**src/scc_pkg.sv**
```systemverilog
// Package of constants for the sleep control and configuration register block.
package scc_pkg;
	localparam int          SCC_ADDR_W         = 12;
	localparam logic [11:0] SCC_OFF_SLEEP_CTRL = 12'h000;
	localparam logic [11:0] SCC_OFF_PWR_CFG    = 12'h004;
	localparam logic [11:0] SCC_OFF_STATE      = 12'h008;
	localparam int          SCC_SLEEP_REQ_BIT  = 0;
	localparam int          SCC_FAST_OSC_BIT   = 0;
	localparam int          SCC_FLOAT_CARD_BIT = 1;
	localparam int          SCC_FLOAT_MEM_BIT  = 2;
	localparam int          SCC_SLOW_OK_BIT    = 3;
	localparam int          SCC_CFG_W          = 4;
	localparam int          SCC_ST_SLEEP_BIT   = 0;
	localparam int          SCC_ST_SLOW_BIT    = 1;
	localparam int          SCC_ST_FASTOFF_BIT = 2;
	localparam logic [31:0] SCC_SLEEP_CTRL_RST = 32'h00000000;
	localparam logic [3:0]  SCC_PWR_CFG_RST    = 4'h0;
	localparam int          SCC_CARD_EN_W      = 2;
	localparam int          SCC_CS_W           = 4;
endpackage

```
**src/scc_cfg_if.sv**
```systemverilog
// Interface carrying sleep state and pin configuration to the pin control module.
interface scc_cfg_if;
	logic in_sleep;
	logic float_card;
	logic float_mem;
	modport ctrl (output in_sleep, output float_card, output float_mem);
	modport pins (input in_sleep, input float_card, input float_mem);
endinterface

```
**src/scc_pin_ctl.sv**
```systemverilog
// Sleep-time drive and float control of the card and static memory control pins.
module scc_pin_ctl
	import scc_pkg::*;
(
	input  wire logic                     pclk,
	input  wire logic                     presetn,
	scc_cfg_if.pins                       cfg,
	input  wire logic [7+SCC_CARD_EN_W-1:0] card_run,
	input  wire logic [2+SCC_CS_W-1:0]    mem_run,
	input  wire logic                     socket_select_run,
	input  wire logic                     card_attr_space_n_run,
	output logic      [7+SCC_CARD_EN_W-1:0] card_out,
	output logic      [7+SCC_CARD_EN_W-1:0] card_oe,
	output logic      [2+SCC_CS_W-1:0]    mem_out,
	output logic      [2+SCC_CS_W-1:0]    mem_oe,
	output logic                          socket_select,
	output logic                          card_attr_space_n
);
	localparam int CW = 7 + SCC_CARD_EN_W;
	localparam int MW = 2 + SCC_CS_W;

	// ****************************************
	// Pin registers
	// ****************************************
	// In sleep the strobes sit at their negated (high) level unless floated.
	always_ff @(posedge pclk or negedge presetn) begin
		if (!presetn) begin
			card_out <= '1;
			card_oe  <= '1;
		end else if (cfg.in_sleep) begin
			card_out <= '1;
			card_oe  <= {CW{~cfg.float_card}};
		end else begin
			card_out <= card_run;
			card_oe  <= '1;
		end
	end

	always_ff @(posedge pclk or negedge presetn) begin
		if (!presetn) begin
			mem_out <= '1;
			mem_oe  <= '1;
		end else if (cfg.in_sleep) begin
			mem_out <= '1;
			mem_oe  <= {MW{~cfg.float_mem}};
		end else begin
			mem_out <= mem_run;
			mem_oe  <= '1;
		end
	end

	// These follow the address bus in every mode, so the float setting never touches them.
	always_ff @(posedge pclk or negedge presetn) begin
		if (!presetn) begin
			socket_select     <= 1'b0;
			card_attr_space_n <= 1'b1;
		end else begin
			socket_select     <= socket_select_run;
			card_attr_space_n <= card_attr_space_n_run;
		end
	end
endmodule // scc_pin_ctl

```
**src/scc_top.sv**
```systemverilog
// Sleep control and power configuration registers behind an APB slave.
// How it works
// - Writing one to request bit starts sleep.
// - Request clears on wake-up and reset.
// - Writing zero leaves request bit unchanged.
// - Control bits 31..1 read zero, ignore writes.
// - Config bit 0 stops fast oscillator in sleep.
// - Config bit 1 floats card controls in sleep.
// - Card float covers strobes, enables, width, wait.
// - Socket select, attribute follow address in sleep.
// - Config bit 2 floats static selects, strobes.
// - Config bit 3 treats slow oscillator stable.
// - Config bits 31..4 read zero, ignore writes.
// - Software-caused sleep entry pulses status flag set.
//
// Added by the designer: the register offsets and the APB slave port.
module scc_top
	import scc_pkg::*;
(
	input  wire logic                     pclk,
	input  wire logic                     presetn,
	input  wire logic                     psel,
	input  wire logic                     penable,
	input  wire logic                     pwrite,
	input  wire logic [SCC_ADDR_W-1:0]    paddr,
	input  wire logic [31:0]              pwdata,
	output logic      [31:0]              prdata,
	output logic                          pready,
	output logic                          pslverr,
	output logic                          sleep_request_bit,
	input  wire logic                     sleep_active,
	input  wire logic                     wake_done,
	output logic                          sw_sleep_flag_set,
	output logic                          fast_osc_stop_in_sleep_out,
	input  wire logic                     slow_osc_count_done,
	output logic                          slow_osc_ready,
	input  wire logic [7+SCC_CARD_EN_W-1:0] card_run,
	input  wire logic [2+SCC_CS_W-1:0]    mem_run,
	input  wire logic                     socket_select_run,
	input  wire logic                     card_attr_space_n_run,
	output logic      [7+SCC_CARD_EN_W-1:0] card_out,
	output logic      [7+SCC_CARD_EN_W-1:0] card_oe,
	output logic      [2+SCC_CS_W-1:0]    mem_out,
	output logic      [2+SCC_CS_W-1:0]    mem_oe,
	output logic                          socket_select,
	output logic                          card_attr_space_n
);
	// ****************************************
	// Bus decode
	// ****************************************
	logic                 sleep_req_r;
	logic [SCC_CFG_W-1:0] pwr_cfg_r;
	logic                 wake_d_r;
	logic                 sleep_d_r;
	logic                 map_hit;
	logic                 wr_en;
	logic                 setup;
	logic [31:0]          rd_nxt;

	assign map_hit = (paddr == SCC_OFF_SLEEP_CTRL) || (paddr == SCC_OFF_PWR_CFG)
		|| (paddr == SCC_OFF_STATE);
	assign setup   = psel && !penable;
	assign wr_en   = psel && penable && pwrite && map_hit;
	// Every access completes in its first access cycle.
	assign pready  = 1'b1;
	assign pslverr = psel && penable && !map_hit;

	// ****************************************
	// Sleep request
	// ****************************************
	// A write of one wins over a same-cycle wake-up clear so no request is lost.
	always_ff @(posedge pclk or negedge presetn) begin
		if (!presetn) begin
			sleep_req_r <= SCC_SLEEP_CTRL_RST[SCC_SLEEP_REQ_BIT];
		end else if (wr_en && paddr == SCC_OFF_SLEEP_CTRL && pwdata[SCC_SLEEP_REQ_BIT]) begin
			sleep_req_r <= 1'b1;
		end else if (wake_d_r) begin
			sleep_req_r <= 1'b0;
		end
	end

	always_ff @(posedge pclk or negedge presetn) begin
		if (!presetn) begin
			wake_d_r <= 1'b0;
		end else begin
			wake_d_r <= wake_done;
		end
	end

	assign sleep_request_bit = sleep_req_r;

	// ****************************************
	// Sleep entry flag
	// ****************************************
	always_ff @(posedge pclk or negedge presetn) begin
		if (!presetn) begin
			sleep_d_r         <= 1'b0;
			sw_sleep_flag_set <= 1'b0;
		end else begin
			sleep_d_r         <= sleep_active;
			sw_sleep_flag_set <= sleep_active && !sleep_d_r && sleep_req_r;
		end
	end

	// ****************************************
	// Configuration
	// ****************************************
	always_ff @(posedge pclk or negedge presetn) begin
		if (!presetn) begin
			pwr_cfg_r <= SCC_PWR_CFG_RST;
		end else if (wr_en && paddr == SCC_OFF_PWR_CFG) begin
			pwr_cfg_r <= pwdata[SCC_CFG_W-1:0];
		end
	end

	always_ff @(posedge pclk or negedge presetn) begin
		if (!presetn) begin
			fast_osc_stop_in_sleep_out <= 1'b0;
			slow_osc_ready             <= 1'b0;
		end else begin
			fast_osc_stop_in_sleep_out <= sleep_active && pwr_cfg_r[SCC_FAST_OSC_BIT];
			// Forcing this early on an unsettled oscillator gives unpredictable clocks.
			slow_osc_ready <= slow_osc_count_done || pwr_cfg_r[SCC_SLOW_OK_BIT];
		end
	end

	// ****************************************
	// Read data
	// ****************************************
	always_comb begin
		rd_nxt = 32'h00000000;
		case (paddr)
			SCC_OFF_SLEEP_CTRL: rd_nxt[SCC_SLEEP_REQ_BIT] = sleep_req_r;
			SCC_OFF_PWR_CFG:    rd_nxt[SCC_CFG_W-1:0] = pwr_cfg_r;
			SCC_OFF_STATE: begin
				rd_nxt[SCC_ST_SLEEP_BIT]   = sleep_active;
				rd_nxt[SCC_ST_SLOW_BIT]    = slow_osc_ready;
				rd_nxt[SCC_ST_FASTOFF_BIT] = fast_osc_stop_in_sleep_out;
			end
			default:            rd_nxt = 32'h00000000;
		endcase
	end

	// Read data is captured in the setup cycle so it stands through the access cycle.
	always_ff @(posedge pclk or negedge presetn) begin
		if (!presetn) begin
			prdata <= 32'h00000000;
		end else if (setup) begin
			prdata <= rd_nxt;
		end
	end

	// ****************************************
	// Pin control
	// ****************************************
	scc_cfg_if cfg_bus ();
	assign cfg_bus.in_sleep   = sleep_active;
	assign cfg_bus.float_card = pwr_cfg_r[SCC_FLOAT_CARD_BIT];
	assign cfg_bus.float_mem  = pwr_cfg_r[SCC_FLOAT_MEM_BIT];

	scc_pin_ctl u_pins (
		.pclk                  (pclk),
		.presetn               (presetn),
		.cfg                   (cfg_bus.pins),
		.card_run              (card_run),
		.mem_run               (mem_run),
		.socket_select_run     (socket_select_run),
		.card_attr_space_n_run (card_attr_space_n_run),
		.card_out              (card_out),
		.card_oe               (card_oe),
		.mem_out               (mem_out),
		.mem_oe                (mem_oe),
		.socket_select         (socket_select),
		.card_attr_space_n     (card_attr_space_n)
	);
endmodule // scc_top

```
**config.mk**
```make
export PLATFORM = sky130hd
export DESIGN_NAME = scc_top
export DESIGN_NICKNAME = d
export VERILOG_FILES = /design/src/scc_pkg.sv /design/src/scc_cfg_if.sv /design/src/scc_pin_ctl.sv /design/src/scc_top.sv
export SDC_FILE = /design/constraint.sdc
export NUM_CORES = 1
export LEC_CHECK = 0
export CORE_UTILIZATION = 50
export CTS_BUF_LIST = sky130_fd_sc_hd__clkbuf_16
export DETAILED_ROUTE_END_ITERATION = 6
export DONT_BUFFER_PORTS = 1
export PLACE_DENSITY_LB_ADDON = 0.15
export SYNTH_ARGS = -nofsm -noshare
export SYNTH_HDL_FRONTEND = slang
export SYNTH_SLANG_ARGS = --single-unit
```
**constraint.sdc**
```tcl
create_clock -name pclk -period 1.18 [get_ports pclk]
set_clock_uncertainty 0.15 [all_clocks]
set_input_delay 0.177 -clock pclk [delete_from_list [all_inputs] [get_ports pclk]]
set_output_delay 0.177 -clock pclk [all_outputs]
set_load 0.01 [all_outputs]
```
After elaboration in Yosys (flattened, before gate mapping)
Index checks and enable logic that the tools add are counted.

word-level totals
  word-level logic and storage cells = 46
  register bits = 46

operators by class
  reduce and logical (&&, ||, !) cells = 19
  multiplexer cells = 9
  equality and inequality tests = 2
  bitwise logic cells = 2

operator list
  kind                                                              number
  9-bit two-way mux                                                 2
  12-bit by 3-bit == test with 1-bit output, second input constant  1
  12-bit by 4-bit == test with 1-bit output, second input constant  1
  12-bit zero test                                                  1
  6-bit two-way mux                                                 2
  1-bit logical AND                                                 11
  2-bit case mux with 2 select lines                                1
  1-bit zero test                                                   3
  1-bit logical OR                                                  3
  1-bit two-way mux                                                 3
  1-bit case mux with 3 select lines                                1
  1-bit inverter                                                    2
  2-bit nonzero test                                                1

Logic depth before layout (Yosys ltp)
Gate-level depths: netlist (run 1).

  word-level depth = 7
  depth in mapped cells = 4

Cells and area by module
Synthesis (run 1) repeated with hierarchy kept, for this count alone.

unflattened totals
  cell total of the unflattened synthesis = 133
  area total of the unflattened synthesis = 1575.3 µm²

by module, submodules not included
  module       cells each  times used  area an instance (µm²)
  scc_top      83          1           867.1
  scc_pin_ctl  50          1           708.2

Worst setup path after synthesis (run 1)
Ideal clock, no wire load.

  kind = input to register
  start = in paddr[5]
  end = reg pwr_cfg_r[0]
  slack = -0.180 ns
  data required time = 0.905 ns
  setup time = 0.125 ns
  arrival = 1.084 ns
  stages = 3
  cells stage by stage = nor4_4 and4_4 mux2_4

on the way
  word-level cells in the longest chain between the ends = 5
  elaborated cells on any way between the ends = 7
  those cells by class = eq/ne: 2; reduce/logical: 5

RTL lines
  item                                                                                  line                           RTL
  from (decl)                                                                           scc_top.sv:25                  input wire logic [SCC_ADDR_W-1:0] paddr,
  12-bit by 3-bit == test with 1-bit output / 12-bit zero test (equally long branches)  scc_top.sv:60, scc_top.sv:111
  1-bit logical OR                                                                      scc_top.sv:60                  assign map_hit = (paddr == SCC_OFF_SLEEP_CTRL) || (paddr == SCC_OFF_PWR_CFG)
  1-bit logical OR                                                                      scc_top.sv:61                  || (paddr == SCC_OFF_STATE);
  1-bit logical AND                                                                     scc_top.sv:63                  assign wr_en = psel && penable && pwrite && map_hit;
  1-bit logical AND (*)                                                                 scc_top.sv:111                 end else if (wr_en && paddr == SCC_OFF_PWR_CFG) begin
  to (signal assigned)                                                                  scc_top.sv:112                 pwr_cfg_r <= pwdata[SCC_CFG_W-1:0];
  to (decl)                                                                             scc_top.sv:52                  logic [SCC_CFG_W-1:0] pwr_cfg_r;

Mark *: on every way between the ends. The rest lies on a longest branch, timed or not.
A chain may end at the register's enable or synchronous reset.

==> metrics.md, run 1 <==
| Metric | Value |
|---|---|
| IO buf count | `0` |
| PnR worst setup slack | `-129 ps` |
| Post-Syn Area | `1590 sq um` |
| Reg-to-Reg Start | `sleep_request_bit$_DFFE_PN0P_` |
| Clock Pin Slew Worst Setup and Hold Paths | `50 ps` |
| Die H | `58.4 microns` |
| Pre-antenna DRT Iters | `4` |
| CP endpoint kind | `primary output` |
| Worst Setup SP | `u_pins.mem_oe[4]$_DFF_PN1_` |
| Final Hold Fails | `0` |
| Via count | `927` |
| DRT Wirelength | `2690 microns` |
| Initial antenna violation count | `0` |
| Synth Area in Simple Gates | `0.166` |
| Sequential fraction of the synthesis area | `0.534` |
| Power consumption | `2.63 mW` |
| Die area | `3410 sq um` |
| Gr usage total | `0.168` |
| Yosys top cell area share | `0.298` |
| Adder-cell share of the synthesized area | `0` |
| TritonCTS Buffers | `5` |
| Area leader, netlist | `dfstp_2` |
| Most used DFF post-synth | `dfstp_2` |
| Worst min-delay path class | `in -> reg` |
| Maximum root-to-sink buffer count | `2` |
| CTS Root Cell | `clkbuf_16` |
| Synth-to-layout area growth | `21.2%` |
| Worst slew pin tran | `532 ps` |
| Post-DP HPWL | `1800 microns` |
| Worst slew margin | `0.645` |
| Vias per cell | `4.54` |
| Commonest cells in the netlist | `buf_4 (42), dfstp_2 (18), or2_2 (16)` |
| Post-CTS Setup Bufs | `0` |
| RSZ-0062 raised after global routing | `true` |
| TritonCTS clock tree | `built` |
| Critical path type | `reg -> out` |
| Cell row count | `20` |
| Fmax | `764 MHz` |
| Clock Latency Late Sink | `270 ps` |
| Flops & latches, synth | `33` |
| Worst setup SP type | `flip-flop` |
| Hold Crit Start | `paddr[3]` |
| TritonCTS Sinks | `33` |
| EDFF count, synth | `0` |
| Setup TNS | `-1800 ps` |
| CP max FO | `6` |
| Placed instance count | `168` |
| Synth Area in Compound Gates | `0.0425` |
| XOR/XNOR share of the synthesized area | `0` |
| Vias in the first global route | `935` |
| Largest net degree at the start of global routing | `34` |
| Syn Inst Count | `136` |
| Routed Antenna Nets | `0` |
| # IOs | `139` |
| Violated checks | `setup timing` |
| Count leader, synth | `buf_4` |
| Drt drc | `0` |
| H-tree Lvls | `2` |
| Drt initial violations | `28` |
| Wirelength per Cell | `13.2 microns` |
| Worst VDD drop | `697 uV` |
| Die width | `58.4 microns` |
| Syn avg cell area | `11.7 sq um` |
| Share of cells above drive strength 1 | `0.356` |
| Max Cap Violations | `0` |
| Fin. max-slew vios | `0` |
| Fin util | `0.636` |
| Worst EP arrival | `980 ps` |
| Pleak | `0.858 nW` |
| Core ar. | `3030 sq um` |
| # setup viols final | `16` |
| GRT overflow | `0` |
| GPL Wtd Cong | `0.745` |
| Ant. Diodes | `0` |
| Yosys Warn Count | `0` |
| # fillers | `245` |
| Synth async-reset ratio | `1.00` |
| Largest family of logic cells by synthesized area | `buffers and inverters` |
| Starting Density | `0.525` |
| Unique masters post-synth | `26` |
| Power per cell area | `1370 nW/um^2` |
| Synth top area cells | `dfstp_2 (30%), dfrtp_1 (24%), buf_4 (20%)` |
| Setup WS pre-CTS | `-171 ps` |
| Outcome | `complete, but fails checks` |
| Final Non-Filler Cells | `204` |
| First-pass GRT wire length | `4230 microns` |
| Required time of the critical path | `850 ps` |
| NumNets Final | `228` |
| Post-synthesis mux area share | `0.0449` |
| Tmin final | `1310 ps` |
| Period utilization | `1.11` |
## worst paths after layout
kind | endpoint | slack (ps) | cells after the start
hold reg to reg | sw_sleep_flag_set$_DFF_PN0_ | 240 | 1
hold / removal | prdata[3]$_DFFE_PN0P_ | 9 | 3
setup reg to reg | prdata[0]$_DFFE_PN0P_ | -10 | 3
max in group asynchronous | u_pins.card_oe[6]$_DFF_PN1_ | 410 | 2
setup / recovery | mem_oe[1] | -130 | 0
min in group asynchronous | u_pins.socket_select$_DFF_PN0_ | 230 | 2
## repair_timing
| action | CTS | global route |
|---|---|---|
| hold buffers | 28 | 0 |
| endpoints found under the setup margin | 16 | 36 |
| gates cloned | 0 | 0 |
| endpoints found under the hold margin | 64 | 0 |
| gates resized for setup | 0 | 3 |
## state kept, by name (all words and copies together), names as in the netlist, 4 cells and up
register / flops
u_pins.card_out: 9
prdata: 4
u_pins.mem_out: 6
pwr_cfg_r: 4
## area by class of cell
type	count	area, sq um	share of cell area
clock buffers	5	125	0.0650
inverters	2	7.51	0.00390
repair buffers	33	343	0.178
multi-input cells	84	529	0.275
well taps	44	55.1	0.0286
flip-flops and latches	33	852	0.442
clock inverters	3	13.8	0.00715
## cells by family (layout without fill, tap and decap cells)
logic type,count (synthesis),after routing
buffers and inverters,46,43
AND/OR/NAND/NOR,41,41
flip-flops,33,33
AO/OA/AOI/OAI,9,9
multiplexers,5,5
other,2,29
## stage by stage
step,hold slack (ps),area [sq um]
global route,29.4,1930
finish,8.75,1930
floorplan,-269,1700
CTS,10.5,1910
global placement,-268,1480
detailed placement,-268,1480
## metal layers
metal / part of all wire / wire length, microns / GRT usage
met1: 0.38 / 1040 / 0.203
met4: 0.011 / 30 / 0.0714
met5: 0 / 0 / 0
met2: 0.52 / 1390 / 0.279
met3: 0.086 / 231 / 0.0527
## where the power goes
group | switching [mW] | leakage [nW] | total [mW] | internal (mW)
Sequential | 0.0344 | 0.389 | 1.23 | 1.20
Combinational | 0.113 | 0.395 | 0.221 | 0.108
Clock | 0.420 | 0.0748 | 1.18 | 0.763
## layout by cell type, fill, tap and decap left out, drive strengths merged, types with 2 or more instances in the layout
| cell | count |
|---|---|
| nand3 | 3 |
| nor2 | 3 |
| inv | 3 |
| buf | 6 |
| nand2 | 8 |
| nor2b | 3 |
| conb | 29 |
| nor4 | 2 |
| clkinv | 2 |
| or2 | 16 |
| clkbuf | 5 |
| dfrtp | 15 |
| dfstp | 18 |
| a22oi | 2 |
| a41oi | 2 |
| o31ai | 2 |
| dlygate4sd3 | 26 |
| mux2 | 5 |
Note: power is estimated with default switching activity, not from simulation.
==> run 2, diff against run 1 <==
--- a/config.mk
+++ b/config.mk
@@ -5,10 +5,13 @@
 export SDC_FILE = /design/constraint.sdc
 export NUM_CORES = 1
 export LEC_CHECK = 0
+export CORE_ASPECT_RATIO = 0.9
 export CORE_UTILIZATION = 50
 export CTS_BUF_LIST = sky130_fd_sc_hd__clkbuf_16
 export DETAILED_ROUTE_END_ITERATION = 6
 export DONT_BUFFER_PORTS = 1
+export GPL_TIMING_DRIVEN = 0
+export MAX_ROUTING_LAYER = met4
 export PLACE_DENSITY_LB_ADDON = 0.15
 export SYNTH_ARGS = -nofsm -noshare
 export SYNTH_HDL_FRONTEND = slang
==> run 2 against run 1 <==
Effect of this change:
- the run still ends with setup timing left
- clock power barely moved
- wire length rose by 15%
- die area barely moved
- non-clock buffer count rose by 39
- count of clock-buffer cells in the layout did not move
- first-iteration DRC count fell by 36%
- sequential power barely moved
- setup slack got worse by 62 ps
- sequential share of layout area fell by 5.7 points
- via count rose by 13%
- highest routed layer unchanged
==> metrics.md, run 2 (synthesis gave the netlist of run 1 again) <==
| Metric | Value |
|---|---|
| # setup viols final | `16 (unchanged)` |
| Hold EP | `prdata[3]$_DFFE_PN0P_` |
| Core ar. | `3040 sq um (+0.50%)` |
| Clk pwr share | `0.441 (-0.008)` |
| Worst hold path cell count | `3 (unchanged)` |
| Share of cells above drive strength 1 | `0.472 (+0.116)` |
| Drt drc | `0 (unchanged)` |
| Via count | `1050 (+13%)` |
| Starting Density | `0.522 (-0.00259)` |
| RSZ-0062 raised after global routing | `true` |
| CTS Root Cell | `clkbuf_16` |
| DRT Wirelength | `3110 microns (+15%)` |
| Final Non-Filler Cells | `241 (+18%)` |
| R2R Path End | `prdata[0]$_DFFE_PN0P_` |
| GPL Wtd Cong | `0.690 (-7.3%)` |
| Setup TNS | `-2600 ps (-800 ps)` |
| Worst EP arrival | `1040 ps (+60 ps)` |
| Critical path type | `reg -> out` |
| Power per cell area | `1240 nW/um^2 (-9.5%)` |
| H-tree Lvls | `2 (unchanged)` |
| Final Hold Fails | `0 (unchanged)` |
| Required time of the critical path | `850 ps (about the same)` |
| Worst path top cell family by delay | `flip-flops` |
| CP endpoint kind | `primary output` |
| Switching Fraction | `0.220 (+0.00470)` |
| TritonCTS Buffers | `5 (unchanged)` |
| GRT overflow | `0 (unchanged)` |
| Combinational share of power | `0.108 (+0.024)` |
| Vias per cell | `4.36 (-4.1%)` |
| Most frequent cells in the layout | `buf_4 (37), conb_1 (29), dlygate4sd3_1 (27)` |
| Vias in the first global route | `1058 (+13%)` |
| Switching power | `0.600 mW (+5.8%)` |
| Reg-to-Reg Start | `sleep_request_bit$_DFFE_PN0P_` |
| Pleak | `1.04 nW (+21%)` |
| Worst min-delay path class | `in -> reg` |
| Post-CTS Setup Bufs | `0 (unchanged)` |
| TritonCTS Sinks | `33 (unchanged)` |
| Sequential share of power | `0.451 (-0.016)` |
| Hold Crit Start | `paddr[3]` |
| Commonest non-fill, non-tap cell in the layout | `buf_4` |
| Period utilization | `1.16 (+0.0526)` |
| Violated checks | `setup timing` |
| Worst setup SP type | `flip-flop` |
| NumNets Final | `267 (+17%)` |
| Synth-to-layout area growth | `38.6%` |
| Biggest regs | `u_pins.card_out x9, u_pins.mem_out x6` |
| Gr usage total | `0.213 (+0.0444)` |
| Fin util | `0.724 (+0.0877)` |
| Most flops, register | `u_pins.card_out` |
| R2R cell count | `3 (unchanged)` |
| Ant. Diodes | `0 (unchanged)` |
| Drt initial violations | `18 (-36%)` |
| Clock Pin Slew Worst Setup and Hold Paths | `50 ps (about the same)` |
| Outcome | `complete, but fails checks` |
| First-pass GRT wire length | `5020 microns (+19%)` |
| Number of flip-flops in the largest register | `9 (unchanged)` |
| Max Cap Violations | `0 (unchanged)` |
| R2r setup slk | `-100 ps (-90 ps)` |
| Routed Antenna Nets | `0 (unchanged)` |
| IO buf count | `0 (unchanged)` |
| Critical path's slowest cell | `dfstp_2` |
| Die area | `3410 sq um (about the same)` |
| Fin. max-slew vios | `0 (unchanged)` |
| # IOs | `139 (unchanged)` |
| Tmin final | `1370 ps (+62.0 ps)` |
| Crit-path cells | `buf_4` |
| Post-DP HPWL | `2090 microns (+16%)` |
| Die H | `55.5 microns (-5.0%)` |
| Initial antenna violation count | `0 (unchanged)` |
| Wirelength per Cell | `12.9 microns (-2.2%)` |
| CP max FO | `9 (+3)` |
| PnR worst setup slack | `-191 ps (-62.0 ps)` |
| Placed instance count | `205 (+22%)` |
| Die width | `61.4 microns (+5.2%)` |
| Cell row count | `19 (-5.0%)` |
| Largest net degree at the start of global routing | `34 (unchanged)` |
| Fmax | `729 MHz (-4.5%)` |
| Max stage delay on crit path | `620 ps` |
| Hold slack | `10.2 ps (+1.47 ps)` |
| TritonCTS clock tree | `built` |
| # fillers | `212 (-13%)` |
| Power consumption | `2.73 mW (+3.5%)` |
| Worst VDD drop | `898 uV (+29%)` |
| Pre-antenna DRT Iters | `4 (unchanged)` |
| Cell internal pwr | `2.13 mW (+2.9%)` |
| Clock Latency Late Sink | `270 ps (about the same)` |
| Maximum root-to-sink buffer count | `2 (unchanged)` |
| Bufs and invs on worst path | `1` |
## run 2: power groups by stage
stage	Sequential (mW)	Combinational [mW]	Clock, mW
floorplan	1.24	0.176	0
global placement	1.25	0.185	0
detailed placement	1.25	0.189	0
CTS	1.23	0.289	1.21
global route	1.23	0.327	1.28
finish	1.23	0.294	1.20
## run 2: timing repair
action,in CTS,in global routing
hold endpoints to repair,60,0
hold buffers,28,0
pin swaps,0,0
endpoints found under the setup margin,16,20
resized for setup,6,0
## run 2: worst max-delay path by stage
stage,slack [ps],end,startpoint,cells after the start
finish,-190,card_oe[3],u_pins.card_oe[6]$_DFF_PN1_,1
global route,-250,card_oe[3],u_pins.card_oe[6]$_DFF_PN1_,1
CTS,-200,card_oe[3],u_pins.card_oe[6]$_DFF_PN1_,1
detailed placement,-250,pwr_cfg_r[3]$_DFFE_PN0P_,paddr[1],3
global placement,-220,pwr_cfg_r[3]$_DFFE_PN0P_,paddr[5],3
floorplan,-180,pwr_cfg_r[0]$_DFFE_PN0P_,paddr[5],3
## run 2: layout make-up
class                   count  area (sq um)  area share
repair buffers             28           290       0.132
well taps                  42          52.6      0.0239
inverters                   2          7.51     0.00341
clock inverters             3          13.8     0.00625
flip-flops and latches     33           850       0.386
clock buffers               5           125      0.0568
plain buffers              44           342       0.155
multi-input cells          84           522       0.237
## run 2: metal layers
metal / track usage / vias to the layer above / share of wire
met2: 0.352 / 64 / 0.53
met1: 0.230 / 481 / 0.35
li1: - / 497 / -
met4: 0.0857 / 0 / 0.016
met5: - / - / 0
met3: 0.0703 / 8 / 0.098
## run 2: worst register-to-register path, cell delays in order (launching register included)
cell and delay, ps:
dfrtp_2 440, mux2_4 280, a221oi_2 220, nor3_1 70
## run 2: metrics by stage
stage	worst slack (ps)	area, sq um
2_1_floorplan	-175	1700
3_3_place_gp	-216	1750
3_5_place_dp	-250	1750
4_1_cts	-203	2200
5_1_grt	-251	2200
6_report	-191	2200
